[src/rsbd_defines.svh]
// register space addresses, field positions and reset values
`ifndef RSBD_DEFINES_SVH
`define RSBD_DEFINES_SVH
`define RSBD_ADDR_RP 8'hFD
`define RSBD_ADDR_SPH 8'hFE
`define RSBD_ADDR_SPL 8'hFF
`define RSBD_ADDR_WATCHDOG_MODE_REG 8'hF1
`define RSBD_ADDR_SMR 8'hF2
`define RSBD_ADDR_P2M 8'hF6
`define RSBD_ADDR_P3M 8'hF7
`define RSBD_ADDR_P01M 8'hF8
`define RSBD_WG_HI 7
`define RSBD_WG_LO 4
`define RSBD_EG_HI 3
`define RSBD_EG_LO 0
`define RSBD_GROUP_D 4'hD
`define RSBD_GROUP_F 4'hF
`define RSBD_NORMAL_GROUP 4'h0
`define RSBD_SHORT_PREFIX 4'hE
`define RSBD_NODIRECT_HI 4'hE
`define RSBD_GP_LO 8'h04
`define RSBD_GP_HI 8'hEF
`define RSBD_CTRL_LO 8'hF0
`define RSBD_XRAM_PAGE 8'hFF
`define RSBD_VECT_END 16'h000C
`define RSBD_START_ADDR 16'h000C
`define RSBD_ROM_LIMIT 16'h4000
`define RSBD_START_DLY 3'h5
`define RSBD_POR_CYCLES 32'd200000
`define RSBD_P01M_ADDR_MODE 1
`endif

[src/rsbd_pkg.sv]
// types for the register space decoder
package rsbd_pkg;
  typedef logic [7:0] rsbd_byte_t;
  typedef enum logic [1:0] {
    RSBD_ST_RUN = 2'b00,
    RSBD_ST_HOLD = 2'b01,
    RSBD_ST_WAIT = 2'b10
  } rsbd_rst_e;
  typedef enum logic [1:0] {
    RSBD_SRC_NONE = 2'b00,
    RSBD_SRC_POR = 2'b01,
    RSBD_SRC_SMR = 2'b10,
    RSBD_SRC_LVD = 2'b11
  } rsbd_src_e;
endpackage : rsbd_pkg

[src/rsbd_ram_if.sv]
// port between the decoder and its byte storage
`timescale 1ns/10ps
interface rsbd_ram_if;
  logic we;
  logic [7:0] addr;
  logic [7:0] wdata;
  logic [7:0] rdata;
  modport ctl (output we, output addr, output wdata, input rdata);
  modport mem (input we, input addr, input wdata, output rdata);
endinterface : rsbd_ram_if
[src/rsbd_decode.sv]
// register space decoder: pointer, expanded groups, extended ram, reset
// How it works
// - pointer high nibble picks working group for short addresses
// - pointer low nibble picks expanded group for addresses 0 to 15
// - low nibble zero reaches file; other values swap in expanded group
// - only groups D and F exist; timer controls are in group D
// - pointer sits at 253; pointer zero maps ports to registers 0-3
// - group D maps timer controls 0-2 at 0-2, register 3 reserved
// - short addressing splits the file in sixteen groups of sixteen
// - ports at 0-3, general 4-239, control 240-255
// - E0 to EF of bank 0 not reachable by direct address
// - full 8-bit and short 4-bit register addresses both accepted
// - extended ram FF00-FFFF, reached only by external load
// - first twelve program bytes are six interrupt vectors, 16 KB rom
// - fetch starts at 000C five to ten clock periods after reset
// - 8-bit stack pointer at 255, stack in lower general registers
// - stack pointer high byte is ordinary register with internal stack
// - stack access copies high byte onto port 0 in address mode
// - reset from power-on, watchdog, stop recovery or low voltage
// - power-on and watchdog resets hold internal reset for por time
// - stop recovery keeps watchdog, stop, port2 and port3 modes
`timescale 1ns/10ps
`include "rsbd_defines.svh"
module rsbd_decode import rsbd_pkg::*; #(
  parameter int POR_CYCLES = `RSBD_POR_CYCLES
) (
  input wire logic mclk, // system clock
  input wire logic srst, // synchronous reset, active high
  input wire logic ce, // clock enable
  input wire logic reg_rd, // register read strobe
  input wire logic reg_wr, // register write strobe
  input wire logic short_addr, // address is a 4-bit working address
  input wire logic [7:0] reg_addr, // register address
  input wire logic indirect, // access is indirect
  input wire logic ext_load, // external load to extended ram
  input wire logic [15:0] ext_addr, // external load address
  input wire logic stack_acc, // internal stack access
  input wire logic [7:0] wdata, // write data
  input wire logic [7:0] port_in [0:3], // port pin values
  input wire logic por_evt, // power-on reset cause
  input wire logic wdt_evt, // watchdog expiry cause
  input wire logic smr_evt, // stop-mode recovery cause
  input wire logic lvd_evt, // low voltage cause
  input wire logic [15:0] fetch_addr, // core instruction fetch address
  output logic [7:0] rdata, // read data
  output logic access_err, // access refused
  output logic [7:0] port_out [0:3], // port output registers
  output logic [7:0] timer_ctrl [0:2], // timer controls 0-2
  output logic [7:0] register_pointer, // pointer value
  output logic [15:0] stack_ptr, // stack pointer high and low
  output logic [7:0] watchdog_mode_reg, // watchdog mode
  output logic [7:0] stop_recovery_mode_reg, // stop recovery mode
  output logic [7:0] port2_mode_reg, // port 2 mode
  output logic [7:0] port3_mode_reg, // port 3 mode
  output logic core_rst_n, // internal reset, active low
  output logic fetch_start, // pulse: begin fetching
  output logic [15:0] start_addr, // first fetch address
  output logic fetch_is_vector // fetch falls in the vector area
);
  rsbd_ram_if rf ();
  rsbd_ram_if xr ();
  rsbd_ram u_rf (.mclk(mclk), .ce(ce), .bus(rf.mem));
  rsbd_ram u_xr (.mclk(mclk), .ce(ce), .bus(xr.mem));

  logic [7:0] register_pointer_reg;
  logic [7:0] stack_pointer_high_reg;
  logic [7:0] stack_pointer_low_reg;
  logic [7:0] port_reg [0:3];
  logic [7:0] ctl_reg [0:2];
  logic [7:0] grp_f_reg [0:15];
  logic [7:0] watchdog_mode_reg_reg;
  logic [7:0] smr_reg;
  logic [7:0] p2m_reg;
  logic [7:0] p3m_reg;
  logic [7:0] p01m_reg;
  rsbd_rst_e rst_state_reg;
  logic [31:0] rst_cnt_reg;
  logic [2:0] start_cnt_reg;
  logic fetch_start_reg;
  logic [7:0] rdata_reg;
  logic err_reg;

  // effective 8-bit address after working group substitution
  function automatic logic [7:0] eff_addr(input logic short_a,
      input logic [7:0] a, input logic [7:0] rp);
    if (short_a) begin
      eff_addr = {rp[`RSBD_WG_HI:`RSBD_WG_LO], a[3:0]};
    end else if (a[7:4] == `RSBD_SHORT_PREFIX) begin
      eff_addr = {rp[`RSBD_WG_HI:`RSBD_WG_LO], a[3:0]};
    end else begin
      eff_addr = a;
    end
  endfunction : eff_addr

  // group D slots 0-2 hold timer controls; slot 3 up is reserved
  function automatic logic ctl_slot(input logic [3:0] g,
      input logic [7:0] a);
    ctl_slot = (g == `RSBD_GROUP_D) && (a[3:0] < 4'h3);
  endfunction : ctl_slot

  logic [7:0] ea;
  logic [3:0] grp;
  logic low16;
  logic direct_e;
  logic hit_ok;
  logic xr_hit;
  assign ea = eff_addr(short_addr, reg_addr, register_pointer_reg);
  assign grp = register_pointer_reg[`RSBD_EG_HI:`RSBD_EG_LO];
  assign low16 = (ea[7:4] == 4'h0) && (grp != `RSBD_NORMAL_GROUP);
  // the E-prefix form is the short form, so bank E is never direct
  assign direct_e = !short_addr && !indirect &&
      (reg_addr[7:4] == `RSBD_NODIRECT_HI);
  assign hit_ok = !direct_e;
  assign xr_hit = ext_load && (ext_addr[15:8] == `RSBD_XRAM_PAGE);
  logic ctl_hit;
  logic refuse;
  assign ctl_hit = ctl_slot(grp, ea);
  // refused reads return zero so no stale byte leaks out
  assign refuse = direct_e && !ext_load;

  assign rf.addr = ea;
  assign rf.wdata = wdata;
  // the low four and the control bytes live in flops, not in the ram
  assign rf.we = reg_wr && hit_ok && !ext_load && !low16 &&
      (ea >= `RSBD_GP_LO) && (ea < `RSBD_CTRL_LO);
  assign xr.addr = ext_addr[7:0];
  assign xr.wdata = wdata;
  assign xr.we = reg_wr && xr_hit;

  // writes under an external load belong to the extended ram alone
  logic wr_go;
  assign wr_go = ce && reg_wr && hit_ok && !ext_load;

  always_ff @(posedge mclk) begin
    if (srst) begin
      register_pointer_reg <= 8'h00;
    end else if (wr_go && ea == `RSBD_ADDR_RP) begin
      register_pointer_reg <= wdata;
    end
  end

  always_ff @(posedge mclk) begin
    if (srst) begin
      stack_pointer_low_reg <= 8'h00;
      stack_pointer_high_reg <= 8'h00;
    end else if (wr_go && ea == `RSBD_ADDR_SPL) begin
      stack_pointer_low_reg <= wdata;
    end else if (wr_go && ea == `RSBD_ADDR_SPH) begin
      stack_pointer_high_reg <= wdata;
    end
  end

  always_ff @(posedge mclk) begin
    if (srst) begin
      for (int i = 0; i < 4; i++) port_reg[i] <= 8'h00;
    end else if (ce) begin
      // a direct port write wins over the stack copy in the same cycle
      if (wr_go && !low16 && ea < `RSBD_GP_LO) begin
        port_reg[ea[1:0]] <= wdata;
      end else if (stack_acc && p01m_reg[`RSBD_P01M_ADDR_MODE]) begin
        port_reg[0] <= stack_pointer_high_reg;
      end
    end
  end

  always_ff @(posedge mclk) begin
    if (srst) begin
      for (int i = 0; i < 3; i++) ctl_reg[i] <= 8'h00;
      for (int j = 0; j < 16; j++) grp_f_reg[j] <= 8'h00;
    end else if (wr_go && low16) begin
      if (ctl_hit) begin
        ctl_reg[ea[1:0]] <= wdata;
      end else if (grp == `RSBD_GROUP_F) begin
        grp_f_reg[ea[3:0]] <= wdata;
      end
      // other groups drop the write
    end
  end

  // watchdog, stop, port2 and port3 modes are cleared only by the non-recovery resets
  logic hard_rst;
  assign hard_rst = srst && !smr_evt;
  always_ff @(posedge mclk) begin
    if (hard_rst) begin
      watchdog_mode_reg_reg <= 8'h00;
      smr_reg <= 8'h00;
      p2m_reg <= 8'h00;
      p3m_reg <= 8'h00;
    end else if (wr_go && !srst) begin
      if (ea == `RSBD_ADDR_WATCHDOG_MODE_REG) watchdog_mode_reg_reg <= wdata;
      if (ea == `RSBD_ADDR_SMR) smr_reg <= wdata;
      if (ea == `RSBD_ADDR_P2M) p2m_reg <= wdata;
      if (ea == `RSBD_ADDR_P3M) p3m_reg <= wdata;
    end
  end

  always_ff @(posedge mclk) begin
    if (srst) begin
      p01m_reg <= 8'h00;
    end else if (wr_go && ea == `RSBD_ADDR_P01M) begin
      p01m_reg <= wdata;
    end
  end

  logic [7:0] rd_mux;
  always_comb begin
    rd_mux = 8'h00;
    if (xr_hit) begin
      rd_mux = xr.rdata;
    end else if (low16) begin
      if (ctl_hit) begin
        rd_mux = ctl_reg[ea[1:0]];
      end else if (grp == `RSBD_GROUP_F) begin
        rd_mux = grp_f_reg[ea[3:0]];
      end else begin
        rd_mux = 8'h00;
      end
    end else if (ea < `RSBD_GP_LO) begin
      // ports read back the pins, not the output latches
      rd_mux = port_in[ea[1:0]];
    end else if (ea < `RSBD_CTRL_LO) begin
      rd_mux = rf.rdata;
    end else begin
      case (ea)
        `RSBD_ADDR_RP: rd_mux = register_pointer_reg;
        `RSBD_ADDR_SPH: rd_mux = stack_pointer_high_reg;
        `RSBD_ADDR_SPL: rd_mux = stack_pointer_low_reg;
        `RSBD_ADDR_WATCHDOG_MODE_REG: rd_mux = watchdog_mode_reg_reg;
        `RSBD_ADDR_SMR: rd_mux = smr_reg;
        `RSBD_ADDR_P2M: rd_mux = p2m_reg;
        `RSBD_ADDR_P3M: rd_mux = p3m_reg;
        `RSBD_ADDR_P01M: rd_mux = p01m_reg;
        default: rd_mux = 8'h00;
      endcase
    end
  end

  always_ff @(posedge mclk) begin
    if (srst) begin
      rdata_reg <= 8'h00;
      err_reg <= 1'b0;
    end else if (ce) begin
      err_reg <= (reg_rd || reg_wr) && refuse;
      if (reg_rd) begin
        rdata_reg <= refuse ? 8'h00 : rd_mux;
      end
    end
  end

  // internal reset sequencer; por count is long so it is a parameter
  logic any_src;
  logic long_src;
  assign any_src = por_evt || wdt_evt || smr_evt || lvd_evt;
  assign long_src = por_evt || wdt_evt;
  always_ff @(posedge mclk) begin
    if (srst) begin
      rst_state_reg <= RSBD_ST_WAIT;
      rst_cnt_reg <= 32'd0;
      start_cnt_reg <= 3'h0;
      fetch_start_reg <= 1'b0;
    end else if (ce) begin
      fetch_start_reg <= 1'b0;
      case (rst_state_reg)
        RSBD_ST_RUN: begin
          if (any_src) begin
            rst_state_reg <= long_src ? RSBD_ST_HOLD : RSBD_ST_WAIT;
            rst_cnt_reg <= 32'd0;
            start_cnt_reg <= 3'h0;
          end
        end
        RSBD_ST_HOLD: begin
          if (rst_cnt_reg >= POR_CYCLES - 1) begin
            rst_state_reg <= RSBD_ST_WAIT;
          end
          rst_cnt_reg <= rst_cnt_reg + 32'd1;
        end
        RSBD_ST_WAIT: begin
          start_cnt_reg <= start_cnt_reg + 3'h1;
          // release and fetch pulse share one edge so the core never runs early
          if (start_cnt_reg == `RSBD_START_DLY - 3'h1) begin
            rst_state_reg <= RSBD_ST_RUN;
            fetch_start_reg <= 1'b1;
          end
        end
        default: rst_state_reg <= RSBD_ST_WAIT;
      endcase
    end
  end

  assign rdata = rdata_reg;
  assign access_err = err_reg;
  assign port_out = port_reg;
  assign timer_ctrl = ctl_reg;
  assign register_pointer = register_pointer_reg;
  assign stack_ptr = {stack_pointer_high_reg, stack_pointer_low_reg};
  assign watchdog_mode_reg = watchdog_mode_reg_reg;
  assign stop_recovery_mode_reg = smr_reg;
  assign port2_mode_reg = p2m_reg;
  assign port3_mode_reg = p3m_reg;
  assign core_rst_n = (rst_state_reg == RSBD_ST_RUN);
  assign fetch_start = fetch_start_reg;
  assign start_addr = `RSBD_START_ADDR;
  assign fetch_is_vector = (fetch_addr < `RSBD_VECT_END) &&
      (fetch_addr < `RSBD_ROM_LIMIT);
endmodule : rsbd_decode

[src/rsbd_ram.sv]
// 256 byte flip-flop storage, one write port and one read port
`timescale 1ns/10ps
module rsbd_ram (
  input wire logic mclk, // clock
  input wire logic ce, // clock enable
  rsbd_ram_if.mem bus // storage port
);
  logic [7:0] mem_reg [0:255];
  always_ff @(posedge mclk) begin
    if (ce && bus.we) begin
      mem_reg[bus.addr] <= bus.wdata;
    end
  end
  assign bus.rdata = mem_reg[bus.addr];
endmodule : rsbd_ram

[config.mk]
export PLATFORM = sky130hd
export DESIGN_NAME = rsbd_decode
export DESIGN_NICKNAME = d
export VERILOG_FILES = /design/src/rsbd_pkg.sv /design/src/rsbd_ram_if.sv /design/src/rsbd_decode.sv /design/src/rsbd_ram.sv
export VERILOG_INCLUDE_DIRS = /design/src
export SDC_FILE = /design/constraint.sdc
export NUM_CORES = 2
export LEC_CHECK = 0
export BUFFER_PORTS_ARGS = -buffer_cell sky130_fd_sc_hd__buf_2
export CAP_MARGIN = 30
export CORE_ASPECT_RATIO = 1.1
export CORE_MARGIN = 2
export CORE_UTILIZATION = 55
export CTS_CLUSTER_SIZE = 25
export DETAILED_ROUTE_END_ITERATION = 8
export GPL_TIMING_DRIVEN = 0
export PLACE_DENSITY = 0.68
export SLEW_MARGIN = 0
export SYNTH_ARGS = -nofsm -noshare
export SYNTH_HDL_FRONTEND = slang
export SYNTH_MEMORY_MAX_BITS = 65536
export SYNTH_SLANG_ARGS = --single-unit
export TNS_END_PERCENT = 10
[constraint.sdc]
create_clock -name mclk -period 8.8 [get_ports mclk]
set_input_delay 1.76 -clock mclk [delete_from_list [all_inputs] [get_ports mclk]]
set_output_delay 1.76 -clock mclk [all_outputs]
set_load 0.05 [all_outputs]
==> flow_metrics.env <==
export IMPL_die_area_mm2=0.312
export IMPL_cts_sinks=4311
export IMPL_leakage_uw=0.0620
export IMPL_grt_max_degree=161
export IMPL_first_pass_iters=9
export IMPL_clkPwrFrac_pct=42.7
export IMPL_multi_input_area_mm2=0.0391
export IMPL_min_period_ps=8060
export IMPL_final_nets=9317
export IMPL_rsz0062_at_grt="false"
export IMPL_clock_path_buffers=4
export IMPL_cts_hold_buf=0
export IMPL_routed_wl_um=670000
export IMPL_row_count=213
export IMPL_synth_warnings=0
export IMPL_cts_repair_resized=0
export IMPL_critPathLaunchType="primary input"
export IMPL_p_sw_uw=10400
export IMPL_end_kind="flop"
export IMPL_grt_ovfl_total=0
export IMPL_worstMarginPinSlew_ps=1190
export IMPL_start_util_pct=55.3
export IMPL_die_x_um=533
export IMPL_cp_slowest_cell="buf_2"
export IMPL_period_share_pct=91.6
export IMPL_hold_path_depth=2
export IMPL_postLayoutCellArea_mm2=0.193
export IMPL_io_pins=233
export IMPL_hold_path_class="reg -> reg"
export IMPL_vias_per_cell=7.33
export IMPL_synthArstFlopShare_pct=0
export IMPL_drc=1
export IMPL_tns_ps=0
export IMPL_dp_final_hpwl_um=446000
export IMPL_syn_area_mm2=0.169
export IMPL_fmaxAchievable_mhz=124
export IMPL_final_util_pct=63.2
export IMPL_rr_worst_depth=9
export IMPL_path_max_fanout=11
export IMPL_fill_cells=20900
export IMPL_root_buffer="clkbuf_16"
export IMPL_synth_seq_cells=4311
export IMPL_cap_violations=0
export IMPL_area_delta_synth_final_pct=14.3
export IMPL_crit_chain="buf_2, buf_4, buf_4, buf_2, buf_2, buf_2, buf_2, mux2i_1, nand4_1, nand4_1, a31oi_1, o311ai_0, o21ai_0"
export IMPL_worst_slew_margin_rel_pct=19.6
export IMPL_status="complete, but fails checks"
export IMPL_track_usage_pct=42.7
export IMPL_drive_above_1_share_pct=26.6
export IMPL_synth_edf_count=4144
export IMPL_vdd_ir_drop_max_mv=0.207
export IMPL_synthDistinctLibCells=84
export IMPL_cpPeakStageDelay_ps=1030
export IMPL_intPower_uw=34300
export IMPL_final_hold_viol_count=0
export IMPL_critPathMostFrequentCell="buf_2"
export IMPL_dpl_cell_area_mm2=0.179
export IMPL_crit_type="in -> reg"
export IMPL_cts_tree="yes"
export IMPL_drv_slew=0
export IMPL_wl_per_cell_um=48.7
export IMPL_cp_required_ps=9630
export IMPL_finalSetupViolCount=0
export IMPL_clkTransAtPathRegs_ps=60
export IMPL_antenna_found_initial=50
export IMPL_p_seq_share_pct=50.5
export IMPL_seq_area_frac_synth_pct=75.5
export IMPL_portBuffers=207
export IMPL_whs_ps=458
export IMPL_grt_pass1_wl_um=867000
export IMPL_finClkSkew_ps=63.9
export IMPL_drtIter0Drc=19300
export IMPL_syn_inst=8307
export IMPL_violations="DRC"
export IMPL_synthFlopType="edfxtp_1"
export IMPL_htreeDepth=5
export IMPL_layoutNonFillerInstCount=13700
export IMPL_power_density_mw_per_mm2=231
export IMPL_final_antenna_net_count=0
export IMPL_syn_avg_cell_area_um2=20.4
export IMPL_switching_share_pct=23.3
export IMPL_cts_buffers=427
export IMPL_crit_arrival_ps=8890
export IMPL_post_cts_setup_buffers=0
export IMPL_p_comb_share_pct=6.9
export IMPL_largest_reg_flops=2048
export IMPL_regArea_mm2=0.128
export IMPL_gp_congestion=1.04
export IMPL_vias=101000
export IMPL_dpl_cell_count=12900
export IMPL_first_global_vias=94000
export IMPL_die_h_um=586
export IMPL_clk_latency_ps=1050
export IMPL_core_mm2=0.306
-- area by class of cell --
class                      count  share of cell area [%]
sequential                  4311                    66.1
multi-input combinational   3530                    20.2
clock buffer                 506                    5.76
tap                         4085                    2.64
timing repair buffer         391                    2.06
clock inverter               283                    1.66
buffer                       550                    1.51
antenna                       70                  0.0905
inverter                      10                  0.0194
-- through the flow --
step	total power [µW]	setup slack, ps
after floorplan	24100	4400
after global placement	25900	-1640
after detailed placement	25900	372
after CTS	44400	1400
after global routing	45200	1520
final	44700	740
-- cells in the mapped netlist, drive strengths merged (37+ instances only) --
master | count | share of area, %
nand3 | 190 | 0.56
mux2i | 184 | 1.1
o21ai | 68 | 0.20
nor3 | 37 | 0.14
a21oi | 160 | 0.47
buf | 293 | 1.1
a22oi | 129 | 0.57
mux4 | 1136 | 15
dfxtp | 167 | 2.0
nor2 | 650 | 1.4
nand4 | 47 | 0.17
clkbuf | 257 | 0.57
and3 | 140 | 0.52
nand2 | 291 | 0.65
a221oi | 40 | 0.21
edfxtp | 4144 | 73
-- power groups by stage --
stage | Clock [µW] | Sequential, µW | Combinational [µW]
floorplan | 0 | 23000 | 1130
global placement | 0 | 23100 | 2740
detailed placement | 0 | 23000 | 2880
CTS | 18900 | 22500 | 2890
global route | 19700 | 22500 | 2960
finish | 19100 | 22500 | 3060
-- cell families (layout without fill, tap and decap cells) --
| logic type | count (synthesis) | count (layout) | synth area share (%) |
|---|---|---|---|
| and+or+nand+nor | 1476 | 1476 | 3.98 |
| buffers and inverters | 560 | 1740 | 1.69 |
| muxes | 1340 | 1340 | 16.4 |
| other | 2 | 166 | 0.00444 |
| adders and majority gates | 3 | 3 | 0.0222 |
| DFF | 4311 | 4311 | 75.5 |
| xor gates and xnor gates | 27 | 27 | 0.140 |
| AOI/OAI and AO/OA | 588 | 588 | 2.34 |
-- worst max-delay path: cells and delay by family --
kind,cells,cell delay (ps)
AO/OA/AOI/OAI,3,1860
buffers and inverters,7,4130
multiplexers,1,390
AND/OR/NAND/NOR,2,640
-- final timing paths --
check | end | slack, ps | start
max | rdata[5] | 740 | reg_addr[1]
min | port_out[0] | 460 | port_out[0]
max reg2reg | rdata[5] | 3550 | register_pointer[7]
min reg2reg | port_out[0] | 460 | port_out[0]
-- placed cells by master, fill, tap and decap left out, types with 29 or more instances in the layout --
master,netlist,final
nand4_1,47,47
clkinv_1,0,101
buf_4,109,146
buf_8,1,56
mux2i_1,183,183
clkbuf_1,253,247
clkbuf_2,4,79
nor3_1,33,30
a21oi_1,160,159
mux4_2,1126,1126
buf_6,16,52
a221oi_1,40,40
clkinv_2,0,75
nand2_1,290,290
bufinv_16,0,64
buf_2,141,356
edfxtp_1,4144,4144
buf_16,0,39
nor2_1,648,645
and3_1,140,140
nor2b_1,29,29
o21ai_0,64,63
conb_1,2,96
dfxtp_1,167,167
diode_2,0,70
a22oi_1,129,129
nand3_1,189,189
clkbuf_16,0,433
-- metal layers --
layer	wire length (µm)	vias to the layer above	track usage [%]	share of wire (%)
li1	-	36200	-	-
met1	208000	52000	50.0	31
met2	299000	9803	63.1	45
met3	92000	2571	14.8	14
met4	70900	24	37.0	11
met5	374	-	0.688	0.056
No activity file was read; power rests on OpenSTA's default activity.
